### src/vof_pkg.sv
// Purpose: shared constants, types and line formats of the video output formatter
// Assumes: registers are 8 bits wide at 8-bit offsets on a plain strobe port
// Notes: register map, reset values, stream words and line formats of the formatter live here
package vof_pkg;
  // ----------------------------------------------------------------
  // register map
  // ----------------------------------------------------------------
  localparam logic [7:0] OFF_PRIMARY_MODE = 8'h00;
  localparam logic [7:0] OFF_THIRD_MODE = 8'h02;
  localparam logic [7:0] OFF_STATUS = 8'h20;
  localparam logic [7:0] OFF_VBI_FLAGS = 8'h21;
  localparam logic [7:0] OFF_CLAMP_CTRL = 8'h30;
  localparam logic [7:0] OFF_CLAMP_START = 8'h31;
  localparam logic [7:0] OFF_CLAMP_END = 8'h32;
  localparam logic [7:0] RST_PRIMARY_MODE = 8'h40;
  localparam logic [7:0] RST_THIRD_MODE = 8'h00;
  localparam logic [7:0] RST_CLAMP_CTRL = 8'h00;
  localparam logic [7:0] RST_CLAMP_START = 8'h04;
  localparam logic [7:0] RST_CLAMP_END = 8'h20;
  localparam int unsigned PM_REGSEL_BIT = 0;
  localparam int unsigned PM_SAMP_LSB = 1;
  localparam int unsigned PM_OUT_LSB = 6;
  localparam int unsigned TM_VBI_V_BIT = 3;
  localparam int unsigned TM_411_BIT = 5;
  localparam int unsigned CC_EN_BIT = 0;
  // ----------------------------------------------------------------
  // stream words and timing
  // ----------------------------------------------------------------
  localparam logic [7:0] TRS_PREAMBLE = 8'hFF;
  localparam logic [7:0] TRS_ZERO = 8'h00;
  localparam logic TRS_FIXED_ONE = 1'b1;
  localparam logic [11:0] TRS_WORDS = 12'h004;
  localparam logic [7:0] BLANK_Y = 8'h10;
  localparam logic [7:0] BLANK_C = 8'h80;
  localparam logic [11:0] HSYNC_W_PX = 12'h040;
  localparam logic [11:0] NTSC_601_WORDS = 12'h6B4;
  // ----------------------------------------------------------------
  // types
  // ----------------------------------------------------------------
  typedef enum logic [1:0] {
    OUT_EMBED = 2'h0,
    OUT_YC8 = 2'h1,
    OUT_YC16 = 2'h2,
    OUT_RGB = 2'h3
  } vof_out_mode_t;
  typedef enum logic [2:0] {
    SAMP_525_601 = 3'h0,
    SAMP_525_SQ = 3'h1,
    SAMP_525_4FSC = 3'h2,
    SAMP_625_601 = 3'h4,
    SAMP_625_SQ = 3'h5
  } vof_samp_t;
  typedef enum logic [1:0] {
    RG_ACT = 2'h0,
    RG_EAV = 2'h1,
    RG_BLK = 2'h3,
    RG_SAV = 2'h2
  } vof_region_t;
  typedef struct packed {
    logic [7:0] y;
    logic [7:0] cb;
    logic [7:0] cr;
  } vof_ycc_t;
  typedef struct packed {
    logic [7:0] r;
    logic [7:0] g;
    logic [7:0] b;
  } vof_rgb_t;
  typedef struct packed {
    logic [10:0] total;
    logic [10:0] active;
    logic [10:0] fporch;
  } vof_line_t;
  typedef struct packed {
    logic [1:0] out_mode;
    logic sleep;
    logic fm_mode;
    logic [2:0] samp;
    logic single_rate;
  } vof_status_t;

  function automatic vof_line_t vof_line_fmt(input vof_samp_t s);
    vof_line_t f;
    unique case (s)
      SAMP_525_601: f = '{total: 11'h35A, active: 11'h2D0, fporch: 11'h010};
      SAMP_525_SQ: f = '{total: 11'h30C, active: 11'h280, fporch: 11'h01C};
      SAMP_525_4FSC: f = '{total: 11'h38E, active: 11'h300, fporch: 11'h008};
      SAMP_625_601: f = '{total: 11'h360, active: 11'h2D0, fporch: 11'h00C};
      SAMP_625_SQ: f = '{total: 11'h3B0, active: 11'h300, fporch: 11'h022};
      default: f = '{total: 11'h35A, active: 11'h2D0, fporch: 11'h010};
    endcase
    return f;
  endfunction : vof_line_fmt
endpackage : vof_pkg

### src/vof_sync2.sv
// Purpose: two-flop synchroniser for pins and the pixel clock
// Assumes: each bit is an independent level
// Notes: the first stage feeds only the second
module vof_sync2 #(
  parameter int unsigned WIDTH = 8
)
(
  input wire logic clk_i,
  input wire logic rst_n_i,
  input wire logic [WIDTH-1:0] d_i,
  output logic [WIDTH-1:0] q_o
);
  logic [WIDTH-1:0] meta_ff;

  if (WIDTH < 1)
  begin : g_bad_width
    $error("vof_sync2 needs WIDTH of at least 1");
  end

  always_ff @(posedge clk_i or negedge rst_n_i)
  begin
    if (!rst_n_i)
    begin
      meta_ff <= '0;
      q_o <= '0;
    end
    else
    begin
      meta_ff <= d_i;
      q_o <= meta_ff;
    end
  end
endmodule : vof_sync2

### src/vof_top.sv
// Purpose: output formatter of the video decoder
// Assumes: pixel data and flags come from logic on clk_i; pins and pixel clock do not
// Notes: one output word per rising pixel clock edge, every second edge in wide double-rate modes, found by oversampling
//
// The address map and the strobed register port were left to the implementer.
module vof_top
(
  input wire logic clk_i,
  input wire logic rst_n_i,
  input wire logic [7:0] reg_addr_i,
  input wire logic [7:0] reg_wdata_i,
  input wire logic reg_we_i,
  input wire logic reg_re_i,
  output logic [7:0] reg_rdata_o,
  input wire logic link_clk_i,
  input wire logic [3:0] mode_pins_i,
  input wire logic clock_rate_select_i,
  input wire logic sleep_i,
  input wire logic external_frame_store_mode_i,
  input wire vof_pkg::vof_ycc_t pix_i,
  input wire vof_pkg::vof_rgb_t rgb_i,
  input wire logic field_i,
  input wire logic vblank_i,
  input wire logic vsync_int_i,
  input wire logic line_sync_i,
  input wire logic vbi_line_i,
  input wire logic [3:0] vbi_flags_i,
  output logic [23:0] out_data_o,
  output logic hsync_n_o,
  output logic vsync_n_o,
  output logic double_rate_clock_out_o,
  output logic clamp_window_pulse_o,
  output logic vbi_detect_pin_o,
  output logic fm_write_reset_o,
  output logic fm_read_reset_o,
  output logic fm_write_enable_o,
  output logic fm_read_strobe_o
);
  // ----------------------------------------------------------------
  // pin synchronisation
  // ----------------------------------------------------------------
  logic [7:0] pin_raw;
  logic [7:0] pin_s;
  logic link_s;
  logic [3:0] mode_pins_s;
  logic clk_single_s;
  logic sleep_s;
  logic fm_s;

  assign pin_raw = {link_clk_i, mode_pins_i, clock_rate_select_i, sleep_i,
                    external_frame_store_mode_i};

  vof_sync2 #(.WIDTH(8)) u_sync
  (
    .clk_i(clk_i),
    .rst_n_i(rst_n_i),
    .d_i(pin_raw),
    .q_o(pin_s)
  );

  assign link_s = pin_s[7];
  assign mode_pins_s = pin_s[6:3];
  assign clk_single_s = pin_s[2];
  assign sleep_s = pin_s[1];
  assign fm_s = pin_s[0];

  // ----------------------------------------------------------------
  // registers
  // ----------------------------------------------------------------
  logic [7:0] pm_ff;
  logic [7:0] tm_ff;
  logic [7:0] cc_ff;
  logic [7:0] cs_ff;
  logic [7:0] ce_ff;
  logic [7:0] rdata_ff;
  logic [3:0] vbi_flags_ff;
  vof_pkg::vof_status_t status;
  vof_pkg::vof_out_mode_t eff_out;
  vof_pkg::vof_samp_t eff_samp;
  logic [2:0] reg_samp;

  always_ff @(posedge clk_i or negedge rst_n_i)
  begin
    if (!rst_n_i)
    begin
      pm_ff <= vof_pkg::RST_PRIMARY_MODE;
      tm_ff <= vof_pkg::RST_THIRD_MODE;
      cc_ff <= vof_pkg::RST_CLAMP_CTRL;
      cs_ff <= vof_pkg::RST_CLAMP_START;
      ce_ff <= vof_pkg::RST_CLAMP_END;
    end
    else if (reg_we_i)
    begin
      case (reg_addr_i)
        vof_pkg::OFF_PRIMARY_MODE: pm_ff <= reg_wdata_i;
        vof_pkg::OFF_THIRD_MODE: tm_ff <= reg_wdata_i;
        vof_pkg::OFF_CLAMP_CTRL: cc_ff <= reg_wdata_i;
        vof_pkg::OFF_CLAMP_START: cs_ff <= reg_wdata_i;
        vof_pkg::OFF_CLAMP_END: ce_ff <= reg_wdata_i;
        default: ;
      endcase
    end
  end

  assign status = '{out_mode: eff_out, sleep: sleep_s, fm_mode: fm_s, samp: eff_samp,
                    single_rate: clk_single_s};

  // read data stand for one cycle only, zero otherwise
  always_ff @(posedge clk_i or negedge rst_n_i)
  begin
    if (!rst_n_i)
    begin
      rdata_ff <= 8'h00;
    end
    else if (reg_re_i)
    begin
      case (reg_addr_i)
        vof_pkg::OFF_PRIMARY_MODE: rdata_ff <= pm_ff;
        vof_pkg::OFF_THIRD_MODE: rdata_ff <= tm_ff;
        vof_pkg::OFF_STATUS: rdata_ff <= status;
        vof_pkg::OFF_VBI_FLAGS: rdata_ff <= {4'h0, vbi_flags_ff};
        vof_pkg::OFF_CLAMP_CTRL: rdata_ff <= cc_ff;
        vof_pkg::OFF_CLAMP_START: rdata_ff <= cs_ff;
        vof_pkg::OFF_CLAMP_END: rdata_ff <= ce_ff;
        default: rdata_ff <= 8'h00;
      endcase
    end
    else
    begin
      rdata_ff <= 8'h00;
    end
  end

  assign reg_rdata_o = rdata_ff;

  // ----------------------------------------------------------------
  // mode selection
  // ----------------------------------------------------------------
  always_comb
  begin
    reg_samp = pm_ff[vof_pkg::PM_SAMP_LSB +: 3];
    if (pm_ff[vof_pkg::PM_REGSEL_BIT])
    begin
      eff_out = vof_pkg::vof_out_mode_t'(pm_ff[vof_pkg::PM_OUT_LSB +: 2]);
      case (reg_samp)
        vof_pkg::SAMP_525_601, vof_pkg::SAMP_525_SQ, vof_pkg::SAMP_525_4FSC,
        vof_pkg::SAMP_625_601, vof_pkg::SAMP_625_SQ:
          eff_samp = vof_pkg::vof_samp_t'(reg_samp);
        default: eff_samp = vof_pkg::SAMP_525_601;
      endcase
    end
    else
    begin
      eff_out = vof_pkg::vof_out_mode_t'(mode_pins_s[3:2]);
      // middle bit forced low so pins never reach 4fsc
      eff_samp = vof_pkg::vof_samp_t'({mode_pins_s[1], 1'b0, mode_pins_s[0]});
    end
  end

  // ----------------------------------------------------------------
  // line timing
  // ----------------------------------------------------------------
  vof_pkg::vof_line_t fmt;
  vof_pkg::vof_region_t region_ff;
  vof_pkg::vof_region_t nxt_region;
  logic wide;
  logic [11:0] line_len;
  logic [11:0] act_len;
  logic [11:0] hs_start;
  logic [11:0] hc_ff;
  logic [11:0] nxt_hc;
  logic [11:0] nxt_px;
  logic [11:0] px_off;
  logic link_q_ff;
  logic half_ff;
  logic sync_pend_ff;
  logic wstb;
  logic tick;
  logic wrap;

  assign fmt = vof_pkg::vof_line_fmt(eff_samp);
  assign wide = (eff_out == vof_pkg::OUT_YC16) || (eff_out == vof_pkg::OUT_RGB);
  assign line_len = wide ? {1'b0, fmt.total} : {fmt.total, 1'b0};
  assign act_len = wide ? {1'b0, fmt.active} : {fmt.active, 1'b0};
  assign hs_start = {1'b0, fmt.active} + {1'b0, fmt.fporch};
  assign wstb = link_s & ~link_q_ff;
  // wide modes on a double-rate clock take every second edge
  assign tick = wstb & ~sleep_s & (~wide | clk_single_s | half_ff);
  assign wrap = sync_pend_ff | line_sync_i | (hc_ff >= line_len - 12'h001);
  assign nxt_hc = wrap ? 12'h000 : hc_ff + 12'h001;
  assign nxt_px = wide ? nxt_hc : {1'b0, nxt_hc[11:1]};
  assign px_off = nxt_px - hs_start;

  always_ff @(posedge clk_i or negedge rst_n_i)
  begin
    if (!rst_n_i)
    begin
      link_q_ff <= 1'b0;
      half_ff <= 1'b0;
      sync_pend_ff <= 1'b0;
    end
    else
    begin
      link_q_ff <= link_s;
      half_ff <= wstb ? ~half_ff : half_ff;
      // a restart arriving on a tick is used by that tick, never dropped
      sync_pend_ff <= ~tick & (line_sync_i | sync_pend_ff);
    end
  end

  // in the 8-bit modes active counts and line lengths are multiples of four, so hc[1:0] indexes code words
  always_comb
  begin
    if (nxt_hc < act_len)
      nxt_region = vof_pkg::RG_ACT;
    else if (nxt_hc < act_len + vof_pkg::TRS_WORDS)
      nxt_region = vof_pkg::RG_EAV;
    else if (nxt_hc >= line_len - vof_pkg::TRS_WORDS)
      nxt_region = vof_pkg::RG_SAV;
    else
      nxt_region = vof_pkg::RG_BLK;
  end

  // ----------------------------------------------------------------
  // word formatting
  // ----------------------------------------------------------------
  logic trs_v;
  logic [7:0] trs_word;
  logic [7:0] chroma;
  logic [1:0] cb_pair;
  logic [1:0] cr_pair;
  logic [23:0] nxt_word;
  logic [23:0] out_data_ff;
  logic trs_f_ff;
  logic trs_v_ff;
  logic emb_ff;

  assign trs_v = vblank_i & ~(tm_ff[vof_pkg::TM_VBI_V_BIT] & vbi_line_i);

  vof_trs u_trs
  (
    .field_i(field_i),
    .vflag_i(trs_v),
    .hflag_i(nxt_region == vof_pkg::RG_EAV),
    .word_o(trs_word)
  );

  always_comb
  begin
    cb_pair = 2'(pix_i.cb >> {~nxt_px[1:0], 1'b0});
    cr_pair = 2'(pix_i.cr >> {~nxt_px[1:0], 1'b0});
    if (tm_ff[vof_pkg::TM_411_BIT])
      chroma = {cb_pair, cr_pair, 4'h0};
    else
      chroma = nxt_px[0] ? pix_i.cr : pix_i.cb;
    nxt_word = 24'h000000;
    unique case (eff_out)
      vof_pkg::OUT_EMBED, vof_pkg::OUT_YC8:
      begin
        if (nxt_region == vof_pkg::RG_ACT)
        begin
          unique case (nxt_hc[1:0])
            2'h0: nxt_word[7:0] = pix_i.cb;
            2'h2: nxt_word[7:0] = pix_i.cr;
            default: nxt_word[7:0] = pix_i.y;
          endcase
        end
        else if (eff_out == vof_pkg::OUT_EMBED && nxt_region != vof_pkg::RG_BLK)
        begin
          unique case (nxt_hc[1:0])
            2'h0: nxt_word[7:0] = vof_pkg::TRS_PREAMBLE;
            2'h3: nxt_word[7:0] = trs_word;
            default: nxt_word[7:0] = vof_pkg::TRS_ZERO;
          endcase
        end
        else
        begin
          nxt_word[7:0] = nxt_hc[0] ? vof_pkg::BLANK_Y : vof_pkg::BLANK_C;
        end
      end
      vof_pkg::OUT_YC16:
      begin
        if (nxt_region == vof_pkg::RG_ACT)
          nxt_word[15:0] = {pix_i.y, chroma};
        else
          nxt_word[15:0] = {vof_pkg::BLANK_Y, vof_pkg::BLANK_C};
      end
      vof_pkg::OUT_RGB:
      begin
        if (nxt_region == vof_pkg::RG_ACT)
          nxt_word = rgb_i;
      end
    endcase
  end

  always_ff @(posedge clk_i or negedge rst_n_i)
  begin
    if (!rst_n_i)
    begin
      hc_ff <= 12'h000;
      region_ff <= vof_pkg::RG_ACT;
      out_data_ff <= 24'h000000;
      trs_f_ff <= 1'b0;
      trs_v_ff <= 1'b0;
      emb_ff <= 1'b0;
    end
    else if (sleep_s)
    begin
      out_data_ff <= 24'h000000;
      // a cleared word is neither code nor blanking until the next tick
      emb_ff <= 1'b0;
    end
    else if (tick)
    begin
      hc_ff <= nxt_hc;
      region_ff <= nxt_region;
      out_data_ff <= nxt_word;
      trs_f_ff <= field_i;
      trs_v_ff <= trs_v;
      emb_ff <= eff_out == vof_pkg::OUT_EMBED;
    end
  end

  assign out_data_o = out_data_ff;

  // ----------------------------------------------------------------
  // syncs, clamp, clock out, frame store
  // ----------------------------------------------------------------
  logic hs_n_ff;
  logic vs_pend_ff;
  logic vs_out_ff;
  logic clamp_ff;
  logic clamp_win;
  logic dclk_ff;
  logic vbi_pin_ff;
  logic wr_rst_ff;
  logic rd_rst_ff;
  logic fm_we_ff;
  logic fm_re_ff;

  assign clamp_win = (px_off >= {4'h0, cs_ff}) && (px_off < {4'h0, ce_ff});

  always_ff @(posedge clk_i or negedge rst_n_i)
  begin
    if (!rst_n_i)
    begin
      hs_n_ff <= 1'b1;
      clamp_ff <= 1'b0;
    end
    else
    begin
      if (tick)
        hs_n_ff <= ~(nxt_px >= hs_start && nxt_px < hs_start + vof_pkg::HSYNC_W_PX);
      clamp_ff <= cc_ff[vof_pkg::CC_EN_BIT] & ~sleep_s & (tick ? clamp_win : clamp_ff);
    end
  end

  // internal vertical sync is taken one line ahead of its output
  always_ff @(posedge clk_i or negedge rst_n_i)
  begin
    if (!rst_n_i)
    begin
      vs_pend_ff <= 1'b0;
      vs_out_ff <= 1'b0;
      wr_rst_ff <= 1'b0;
      rd_rst_ff <= 1'b0;
    end
    else if (tick && wrap)
    begin
      vs_pend_ff <= vsync_int_i;
      vs_out_ff <= vs_pend_ff;
      wr_rst_ff <= fm_s & vsync_int_i & ~vs_pend_ff;
      rd_rst_ff <= fm_s & vs_pend_ff & ~vs_out_ff;
    end
    else if (!fm_s || sleep_s)
    begin
      wr_rst_ff <= 1'b0;
      rd_rst_ff <= 1'b0;
    end
  end

  always_ff @(posedge clk_i or negedge rst_n_i)
  begin
    if (!rst_n_i)
    begin
      dclk_ff <= 1'b0;
      vbi_pin_ff <= 1'b0;
      vbi_flags_ff <= 4'h0;
      fm_we_ff <= 1'b0;
      fm_re_ff <= 1'b0;
    end
    else
    begin
      dclk_ff <= link_s & ~sleep_s;
      vbi_pin_ff <= |vbi_flags_i;
      vbi_flags_ff <= vbi_flags_i;
      fm_we_ff <= fm_s & ~sleep_s & ~vblank_i & (region_ff == vof_pkg::RG_ACT);
      fm_re_ff <= fm_s & ~sleep_s & ~vblank_i & (region_ff == vof_pkg::RG_ACT);
    end
  end

  assign hsync_n_o = hs_n_ff;
  assign vsync_n_o = ~vs_out_ff;
  assign double_rate_clock_out_o = dclk_ff;
  assign clamp_window_pulse_o = clamp_ff;
  assign vbi_detect_pin_o = vbi_pin_ff;
  assign fm_write_reset_o = wr_rst_ff;
  assign fm_read_reset_o = rd_rst_ff;
  assign fm_write_enable_o = fm_we_ff;
  assign fm_read_strobe_o = fm_re_ff;

  // ----------------------------------------------------------------
  // assertions
  // ----------------------------------------------------------------
  logic code_ff;
  assign code_ff = emb_ff && (region_ff == vof_pkg::RG_EAV || region_ff == vof_pkg::RG_SAV);

  // plain table, kept apart from the xor form of the encoder
  logic [3:0] prot_ref;
  always_comb
  begin
    unique case (out_data_ff[6:4])
      3'h0: prot_ref = 4'h0;
      3'h1: prot_ref = 4'hD;
      3'h2: prot_ref = 4'hB;
      3'h3: prot_ref = 4'h6;
      3'h4: prot_ref = 4'h7;
      3'h5: prot_ref = 4'hA;
      3'h6: prot_ref = 4'hC;
      3'h7: prot_ref = 4'h1;
    endcase
  end
endmodule : vof_top

### src/vof_trs.sv
// Purpose: fourth word of a timing reference code
// Assumes: flags are stable when the word is taken
// Notes: protection bits are the XOR form of the code table
module vof_trs
(
  input wire logic field_i,
  input wire logic vflag_i,
  input wire logic hflag_i,
  output logic [7:0] word_o
);
  assign word_o = {vof_pkg::TRS_FIXED_ONE, field_i, vflag_i, hflag_i,
                   vflag_i ^ hflag_i, field_i ^ hflag_i,
                   field_i ^ vflag_i, field_i ^ vflag_i ^ hflag_i};
endmodule : vof_trs
### config.mk
export PLATFORM = sky130hd
export DESIGN_NAME = vof_top
export DESIGN_NICKNAME = d
export VERILOG_FILES = /design/src/vof_pkg.sv /design/src/vof_sync2.sv /design/src/vof_top.sv /design/src/vof_trs.sv
export SDC_FILE = /design/constraint.sdc
export NUM_CORES = 1
export LEC_CHECK = 0
export BUFFER_PORTS_ARGS = -buffer_cell sky130_fd_sc_hd__buf_2
export CORE_ASPECT_RATIO = 1.5
export CORE_MARGIN = 5
export CORE_UTILIZATION = 30
export CTS_CLUSTER_SIZE = 30
export DETAILED_ROUTE_END_ITERATION = 16
export SLEW_MARGIN = 20
export SYNTH_ARGS = -nofsm -noshare
export SYNTH_HDL_FRONTEND = slang
export SYNTH_HIERARCHICAL = 1
export SYNTH_SLANG_ARGS = --single-unit
export TNS_END_PERCENT = 50
### constraint.sdc
create_clock -name clk_i -period 8.1 [get_ports clk_i]
set_input_delay 0.405 -clock clk_i [delete_from_list [all_inputs] [get_ports clk_i]]
set_output_delay 0.405 -clock clk_i [all_outputs]
set_load 0.1 [all_outputs]
==> impl_metrics.yaml, run 1 <==
status:
  status: "completed"
critical_path:
  cp-startpoint: "pm_ff[0]$_DFFE_PN0P_"
  cpMostUsedCell: "o21ai_0"
  crit_path_max_incr_delay_ns: 0.60
  critPathCaptureType: "register"
  critPathMaxFanout: 33
  critPathArrivalTime_ns: 7.46
  slowest_stage: "dfrtp_1"
  cp_data_required_time_ns: 8.44
  r2r_cells: 33
  r2r_start: "pm_ff[0]$_DFFE_PN0P_"
  worstSetupPathType: "reg2reg"
  endpoint: "clamp_window_pulse_o$_DFF_PN0_"
  reg2reg_slack_ns: 0.99
  startpoint_type: "register"
  r2r_end: "clamp_window_pulse_o$_DFF_PN0_"
sta:
  fin_crit_sh: 0.8783
  whs_ns: 0.04167
  rsz0062_at_grt: "no"
  setup_viol: 0
  finalHoldViolations: 0
  maxSlewHeadroom: 0.3002
  max_slew.worst_pin.slew_ns: 1.044
  drv_slew: 0
  timing.fmax_ghz: 0.1406
  period_minus_slack_ns: 7.114
  final.setup.tns_ns: 0
  skew_ns: 0.01205
synthesis:
  ys_seq_elements: 118
  syn_inst: 859
  synth_top_area_frac: 0.3556
  yosysTopAreaCell: "dfrtp_1"
  synthFlopType: "dfrtp_1"
  yosys.cell_count.top_type: "dfrtp_1"
  ys_warn_count: 6
  synthesis.area_sq_mm: 0.008023
  synthTopCellsByCount: "dfrtp_1, nand2_1, ha_1"
  synthArstFlopShare: 1.000
  synthTopCellsByArea: "dfrtp_1, ha_1, mux2_2"
  ys_seq_area_frac: 0.3687
  avgSynthCellArea_sq_um: 9.340
  yosysUniqueCellTypes: 86
  synth_edf_count: 0
detailed_routing:
  met2_length_um: 13790
  num_vias: 7176
  firstDrtPassIters: 5
  ant_nets: 0
  met1Wirelength_um: 9960
  drc: 0
  via_per_inst: 5.379
  wl_per_cell_um: 19.28
  wl_met3_um: 901
  drt_iter0_drc: 471
  highest_layer: "met4"
  routed_wl_um: 25710
floorplanning:
  coreArea_sq_mm: 0.02649
  dieHeight_um: 210.3
  die_area_sq_mm: 0.03018
  io_pins: 126
  start_util: 0.3029
  rows: 73
  die_w_um: 143.5
clocking:
  insertion_delay_ns: 0.43
  hold_buffers: 0
  clock_path_buffers: 2
  clkSlewWorstSetupHoldPaths_ns: 0.06
  post-cts-setup-buffers: 0
  h-tree-depth: 4
  cts_made_buffers: 17
  cts_tree: "done"
  clkSinkCount: 118
  cts-resized-gates: 0
  cts-root-buf: "clkbuf_16"
global_route:
  antenna_found_initial: 1
  gr-total-overflow: 0
  grt_pass1_wl_um: 39970
  grt_pass1_vias: 7289
  grt_usage: 0.1703
  grt_max_degree: 65
pwr:
  vdd_drop_max_mv: 0.1834
  leakage_nw: 4.584
  power.density_mw_per_mm2: 185.9
finish:
  drive_above_1_share: 0.2462
  multi_input_area_sq_mm: 0.004682
  nNetsFinal: 1135
  fillCellCount: 2738
  synthToLayoutAreaGrowth_pct: 19.71
  seqCellArea_sq_mm: 0.002958
min_path:
  hp-class: "in2async"
place:
  globalplace.congestion: 0.9708
  hpwlAfterDp_um: 19810
  port-buffer-count: 125
run:
  cap_viol_max_count: 0
## worst min-delay path by stage
stage                                  endpoint                         from  cells past startpoint
floorplan                  cc_ff[0]$_DFFE_PN0P_                      rst_n_i                      0
global placement        u_sync/q_o[0]$_DFF_PN0_  u_sync/meta_ff[0]$_DFF_PN0_                      0
detailed placement      u_sync/q_o[0]$_DFF_PN0_  u_sync/meta_ff[0]$_DFF_PN0_                      0
CTS                   out_data_o[3]$_DFFE_PN0P_                      rst_n_i                      1
global route        u_sync/meta_ff[5]$_DFF_PN0_               mode_pins_i[2]                      1
finish                out_data_o[2]$_DFFE_PN0P_                      rst_n_i                      1
## state kept, by name, summed over array words and instances, names as in the netlist, 2 cells and up
register and flops:
reg_rdata_o 8, hc_ff 12, cs_ff 8, pm_ff 8, u_sync/q_o 8, region_ff 2
ce_ff 8, vbi_flags_ff 4, cc_ff 8, u_sync/meta_ff 8, out_data_o 24, tm_ff 8
## per-layer routing
layer / GRT usage / vias up
met5: 0 / -
met4: 0.08252 / 0
met3: 0.02655 / 64
met2: 0.3079 / 219
met1: 0.1923 / 3504
li1: - / 3389
## cells by family after synthesis
kind of cell | Yosys count | synth area share
buffers and inverters | 92 | 0.04991
muxes | 62 | 0.08546
xor gates and xnor gates | 27 | 0.03135
other | 3 | 0.001404
DFF | 118 | 0.3687
AOI/OAI and AO/OA | 239 | 0.2107
adders and majority gates | 68 | 0.1070
and+or+nand+nor | 250 | 0.1455
## area by class of cell
class | count | share of cell area
Clock buffer | 18 | 0.04573
Clock inverter | 14 | 0.01811
Sequential cell | 118 | 0.3080
Inverter | 55 | 0.02150
Antenna cell | 2 | 0.0005211
Timing Repair Buffer | 137 | 0.07478
Tap cell | 337 | 0.04390
Multi-Input combinational cell | 653 | 0.4875
## placed cells by master, fill, tap and decap left out, drive strengths merged, types with 7 or more instances in the layout
| cell type | synthesis | final |
|---|---|---|
| nor3 | 16 | 16 |
| conb | 3 | 7 |
| a21oi | 56 | 56 |
| nand3 | 16 | 16 |
| dfrtp | 114 | 114 |
| a221oi | 8 | 8 |
| mux2i | 16 | 16 |
| a22oi | 23 | 23 |
| clkbuf | 19 | 18 |
| a22o | 8 | 8 |
| inv | 55 | 58 |
| xnor2 | 13 | 13 |
| xor2 | 13 | 13 |
| o21ai | 46 | 46 |
| mux2 | 46 | 46 |
| a31oi | 14 | 14 |
| a222oi | 9 | 9 |
| a21o | 18 | 18 |
| nand4 | 9 | 9 |
| nand2 | 103 | 103 |
| buf | 18 | 137 |
| nor2 | 62 | 62 |
| ha | 67 | 67 |
| nor2b | 9 | 9 |
## power by group
group / switching [mW] / internal (mW)
clock: 0.298 / 0.494
combinational: 0.235 / 0.113
sequential: 0.0243 / 0.621
## per-stage QoR
stage / std cells / power (mW) / utilization / cell area (sq um) / worst slack (ns)
2_1_floorplan: 863 / 0.8917 / - / 8038 / 2.026
3_3_place_gp: 1300 / 0.9988 / 0.3393 / 8986 / 1.413
3_5_place_dp: 1300 / 1.002 / 0.3393 / 8986 / 1.132
4_1_cts: 1332 / 1.802 / 0.3624 / 9599 / 1.076
5_1_grt: 1333 / 1.860 / 0.3625 / 9602 / 0.4903
6_report: 1334 / 1.785 / 0.3626 / 9604 / 0.9858
## critical path: cells and delay by family (launching register included)
family / cells / cell delay, ns
buffers and inverters: 5 / 0.85
and+or+nand+nor: 12 / 1.80
muxes: 1 / 0.25
AOI/OAI and AO/OA: 10 / 2.03
xor gates and xnor gates: 1 / 0.26
adders and majority gates: 4 / 1.22
DFF: 1 / 0.60
(Power assumes the default switching activity.)
==> run 2: changes to the inputs <==
--- a/config.mk
+++ b/config.mk
@@ -11,6 +11,7 @@
 export CORE_UTILIZATION = 30
 export CTS_CLUSTER_SIZE = 30
 export DETAILED_ROUTE_END_ITERATION = 16
+export PLACE_DENSITY = 0.58
 export SLEW_MARGIN = 20
 export SYNTH_ARGS = -nofsm -noshare
 export SYNTH_HDL_FRONTEND = slang
==> run 2 against run 1 <==
Worst setup slack better by 0.20 ns. Routed wire length rose by 3.1%. Total power fell by 2.7%. Non-clock buffer count shrank 3. Final cell count shrank 0.37%. Critical path type unchanged. Via count fell by 0.20%. Sequential power hardly changed. Maximum frequency up 2.9%. Global-route usage grew 0.56 points.
==> impl_metrics.yaml, run 2 (synthesized netlist as in run 1, its figures left out) <==
clocking:
  h-tree-depth: 4
  insertion_delay_ns: 0.45
  cts_tree: "done"
  cts_made_buffers: 17
  post-cts-setup-buffers: 0
  clkSlewWorstSetupHoldPaths_ns: 0.06
  clock_path_buffers: 2
  cts-root-buf: "clkbuf_16"
  clkSinkCount: 118
pwr:
  leakage_nw: 4.551
  power.density_mw_per_mm2: 181.9
  clkPwrFrac: 0.427
  p_int_mw: 1.162
  p_sw_frac: 0.3309
  seq_power_share: 0.372
  power.switching_mw: 0.5746
  combPwrFrac: 0.201
  power.total_mw: 1.736
  vdd_drop_max_mv: 0.1647
finish:
  antenna_cells_inserted: 0
  drive_above_1_share: 0.2429
  synthToLayoutAreaGrowth_pct: 18.96
  postLayoutCellArea_sq_mm: 0.009544
  final_cells: 1329
  layout_commonest_cell: "buf_2"
  nNetsFinal: 1132
  largest_register_ffs: 24
  final_util: 0.3603
  final_cell_mix: "buf_2, dfrtp_1, nand2_1"
global_route:
  grt_max_degree: 77
  grt_pass1_vias: 7185
  gr-total-overflow: 0
  grt_pass1_wl_um: 40800
  antenna_found_initial: 0
  grt_usage: 0.1759
min_path:
  worstHoldStart: "mode_pins_i[1]"
  hp-class: "in2reg"
  min_to: "u_sync/meta_ff[4]$_DFF_PN0_"
  min_path_cells: 1
detailed_routing:
  ant_nets: 0
  wl_per_cell_um: 19.94
  firstDrtPassIters: 6
  num_vias: 7162
  routed_wl_um: 26500
  drc: 0
  drt_iter0_drc: 389
  via_per_inst: 5.389
critical_path:
  worstSetupPathType: "reg2reg"
  r2r_cells: 33
  slowest_stage: "dfrtp_1"
  cp_data_required_time_ns: 8.46
  r2r_start: "pm_ff[0]$_DFFE_PN0P_"
  crit_path_max_incr_delay_ns: 0.65
  critPathMaxFanout: 31
  startpoint_type: "register"
  critPathCaptureType: "register"
  critPathArrivalTime_ns: 7.28
  reg2reg_slack_ns: 1.19
  r2r_end: "clamp_window_pulse_o$_DFF_PN0_"
floorplanning:
  rows: 73
  start_util: 0.3029
  dieHeight_um: 210.3
  die_area_sq_mm: 0.03018
  die_w_um: 143.5
  coreArea_sq_mm: 0.02649
  io_pins: 126
sta:
  timing.fmax_ghz: 0.1446
  fin_crit_sh: 0.8537
  final.setup.tns_ns: 0
  finalHoldViolations: 0
  period_minus_slack_ns: 6.915
  setup_viol: 0
  skew_ns: 0.01200
  rsz0062_at_grt: "no"
  fin_ws_ns: 1.185
  drv_slew: 0
  maxSlewHeadroom: 0.2761
  max_slew.worst_pin.slew_ns: 1.080
  whs_ns: 0.06927
place:
  dp.cells: 1296
  globalplace.congestion: 0.9583
  placed_cell_area_sq_mm: 0.008965
  hpwlAfterDp_um: 20670
  preCtsSetupSlack_ns: 1.247
  port-buffer-count: 125
status:
  status: "completed"
run:
  cap_viol_max_count: 0
-- run 2: cell count changes in the layout (fill, tap and decap cells not counted), moves of 2 or more --
cell	change
buf_4	-4
inv_6	+3
bufinv_16	-2
diode_2	-2
-- run 2: cell type report --
class	count	area (sq um)
inverters	55	206.4
clock inverters	15	143.9
fillers	2780	16940
multi-input cells	653	4691
repair buffers	134	698.2
clock buffers	17	425.4
flip-flops and latches	118	2958
well taps	337	421.7
-- run 2: metal layers --
metal,vias up,part of all wire,global-route usage
li1,3365,-,-
met1,3535,0.38,0.1958
met2,197,0.54,0.3129
met3,65,0.039,0.03314
met4,0,0.046,0.09357
met5,-,0,0
-- run 2: critical path: cells and delay by family (launching register included) --
kind	cells	cell delay [ns]
compound gates	10	2.01
xor+xnor	1	0.20
simple gates	12	1.56
flops	1	0.65
buf+inv	4	0.66
mux	1	0.32
fa+ha+maj	5	1.44
-- run 2: repair_timing --
action / 4_1_cts / 5_1_grt
endpoints found under the hold margin: 28 / 0
endpoints found under the setup margin: 0 / 0
hold buffers: 1 / 0
gates resized for setup: 0 / 0
-- run 2: worst max path at each step --
| stage | from | endpoint | slack, ns | cells after the start |
|---|---|---|---|---|
| floorplan | pm_ff[0]$_DFFE_PN0P_ | clamp_window_pulse_o$_DFF_PN0_ | 2.03 | 35 |
| global placement | pm_ff[0]$_DFFE_PN0P_ | clamp_window_pulse_o$_DFF_PN0_ | 1.42 | 33 |
| detailed placement | pm_ff[0]$_DFFE_PN0P_ | clamp_window_pulse_o$_DFF_PN0_ | 1.25 | 33 |
| CTS | pm_ff[0]$_DFFE_PN0P_ | clamp_window_pulse_o$_DFF_PN0_ | 1.22 | 33 |
| global route | pm_ff[0]$_DFFE_PN0P_ | clamp_window_pulse_o$_DFF_PN0_ | 0.43 | 32 |
| finish | pm_ff[0]$_DFFE_PN0P_ | clamp_window_pulse_o$_DFF_PN0_ | 1.19 | 33 |
-- run 2: power by group through the flow --
stage	sequential, mW	clock (mW)	combinational [mW]
2_1_floorplan	0.701	0	0.191
3_3_place_gp	0.655	0	0.347
3_5_place_dp	0.655	0	0.347
4_1_cts	0.645	0.760	0.350
5_1_grt	0.649	0.783	0.379
6_report	0.645	0.742	0.349
==> run 3: changes to the inputs <==
--- a/config.mk
+++ b/config.mk
@@ -5,6 +5,7 @@
 export SDC_FILE = /design/constraint.sdc
 export NUM_CORES = 1
 export LEC_CHECK = 0
+export ABC_AREA = 1
 export BUFFER_PORTS_ARGS = -buffer_cell sky130_fd_sc_hd__buf_2
 export CORE_ASPECT_RATIO = 1.5
 export CORE_MARGIN = 5
==> run 3 against run 2 <==
Combinational power up 7.2%. Final area grew 1.1%. Flip-flop and latch count stayed put. Final cell count rose by 17%. Sequential power about the same. Critical path type unchanged. Clock power increased by 9.4%.
==> impl_metrics.yaml, run 3 <==
floorplanning:
  die_w_um: 144.2
  die_area_sq_mm: 0.03047
  start_util: 0.3049
  dieHeight_um: 211.3
  rows: 73
  io_pins: 126
  coreArea_sq_mm: 0.02658
sta:
  maxSlewHeadroom: 0.3592
  fin_crit_sh: 0.7752
  period_minus_slack_ns: 6.279
  rsz0062_at_grt: "no"
  finalHoldViolations: 0
  final.setup.tns_ns: 0
  setup_viol: 0
  skew_ns: 0.01385
  timing.fmax_ghz: 0.1593
  fin_ws_ns: 1.821
  drv_slew: 0
  max_slew.worst_pin.slew_ns: 0.9602
detailed_routing:
  wl_per_cell_um: 17.09
  drt_iter0_drc: 583
  drc: 0
  num_vias: 7674
  via_per_inst: 4.929
  routed_wl_um: 26610
  ant_nets: 0
  firstDrtPassIters: 5
pwr:
  vdd_drop_max_mv: 0.1834
  power.density_mw_per_mm2: 190.0
  power.total_mw: 1.833
  leakage_nw: 4.941
critical_path:
  cp_data_required_time_ns: 8.45
  critPathCaptureType: "register"
  critPathArrivalTime_ns: 6.63
  crit_path_max_incr_delay_ns: 0.53
  critPathMaxFanout: 9
  worstSetupPathType: "reg2reg"
  cpMostUsedCell: "nand2_1"
  slowest_stage: "dfrtp_1"
  startpoint_type: "register"
synthesis:
  yosys.cell_count.top_type: "nand2_1"
  ys_seq_elements: 118
  synthTopCellsByArea: "dfrtp_1, nand2_1, ha_1"
  synth_top_area_frac: 0.3520
  ys_seq_area_frac: 0.3650
  avgSynthCellArea_sq_um: 7.462
  synth_edf_count: 0
  synthArstFlopShare: 1.000
  synthFlopType: "dfrtp_1"
  ys_warn_count: 6
  syn_inst: 1086
  yosysUniqueCellTypes: 56
  yosysTopAreaCell: "dfrtp_1"
  synthTopCellsByCount: "nand2_1, inv_1, dfrtp_1"
  synthesis.area_sq_mm: 0.008104
finish:
  drive_above_1_share: 0.1641
  final_util: 0.3630
  largest_register_ffs: 24
  final_cell_mix: "nand2_1, inv_1, buf_2"
  fillCellCount: 2809
  layout_commonest_cell: "nand2_1"
  synthToLayoutAreaGrowth_pct: 19.07
  nNetsFinal: 1359
  postLayoutCellArea_sq_mm: 0.009649
run:
  cap_viol_max_count: 0
place:
  placed_cell_area_sq_mm: 0.009027
  preCtsSetupSlack_ns: 1.871
  hpwlAfterDp_um: 21000
  globalplace.congestion: 0.9109
  port-buffer-count: 125
clocking:
  insertion_delay_ns: 0.43
  clock_path_buffers: 2
  cts-root-buf: "clkbuf_16"
  cts_tree: "done"
  post-cts-setup-buffers: 0
  h-tree-depth: 4
  cts-resized-gates: 0
  clkSlewWorstSetupHoldPaths_ns: 0.06
  cts_made_buffers: 17
  hold_buffers: 0
  clkSinkCount: 118
global_route:
  grt_max_degree: 62
  gr-total-overflow: 0
  grt_pass1_wl_um: 41520
  grt_pass1_vias: 7682
  antenna_found_initial: 1
  grt_usage: 0.1760
status:
  status: "completed"
min_path:
  hp-class: "in2async"
[run 3: worst max-delay path, delay by kind of cell, from the launching register on]
family | cells | cell delay (ns)
AOI/OAI and AO/OA | 8 | 1.25
xor gates and xnor gates | 1 | 0.25
adders and majority gates | 5 | 1.46
buffers and inverters | 6 | 0.63
DFF | 1 | 0.53
and+or+nand+nor | 18 | 2.07
[run 3: cell type report]
cell class	instances	area [sq um]	area share
clock buffers	18	429.2	0.04448
flip-flops and latches	118	2958	0.3065
clock inverters	14	190.2	0.01971
repair buffers	130	665.6	0.06898
inverters	150	568.0	0.05887
multi-input cells	789	4414	0.4575
well taps	337	421.7	0.04370
diodes	1	2.502	0.0002593
[run 3: path summary, 6_finish.rpt]
| path | to | cells past startpoint | slack (ns) | start |
|---|---|---|---|---|
| setup / recovery | clamp_window_pulse_o$_DFF_PN0_ | 38 | 1.82 | pm_ff[0]$_DFFE_PN0P_ |
| hold / removal | out_data_o[9]$_DFFE_PN0P_ | 1 | 0.06 | rst_n_i |
| setup reg to reg | clamp_window_pulse_o$_DFF_PN0_ | 38 | 1.82 | pm_ff[0]$_DFFE_PN0P_ |
| hold reg to reg | u_sync/q_o[2]$_DFF_PN0_ | 0 | 0.34 | u_sync/meta_ff[2]$_DFF_PN0_ |
| max in group asynchronous | out_data_o[0]$_DFFE_PN0P_ | 2 | 6.74 | rst_n_i |
| min in group clk_i | u_sync/meta_ff[5]$_DFF_PN0_ | 1 | 0.08 | mode_pins_i[2] |
[run 3: kinds of logic after synthesis]
family,Yosys count,synth area share
simple gates,461,0.2416
mux,6,0.007565
buf+inv,183,0.09341
compound gates,227,0.1626
flops,118,0.3650
fa+ha+maj,68,0.1059
xor+xnor,20,0.02254
other cells,3,0.001389
[run 3: metal layers]
| metal | wire length, um | vias to the layer above | global-route usage |
|---|---|---|---|
| met5 | 0 | - | 0 |
| met4 | 821 | 0 | 0.06501 |
| met3 | 945 | 47 | 0.02531 |
| met2 | 14560 | 204 | 0.3274 |
| met1 | 10280 | 3603 | 0.2008 |
| li1 | - | 3820 | - |
[run 3: stage by stage]
step | std cells | hold WS, ns
floorplan | 1090 | 0.1094
global placement | 1524 | 0.3347
detailed placement | 1524 | 0.3347
CTS | 1556 | 0.06102
global route | 1557 | 0.06237
finish | 1557 | 0.06280
[run 3: report_power, final]
part | switching (mW) | total, mW | internal (mW)
Sequential | 0.0238 | 0.648 | 0.624
Clock | 0.318 | 0.812 | 0.494
Combinational | 0.267 | 0.374 | 0.107
Total | 0.608 | 1.83 | 1.22
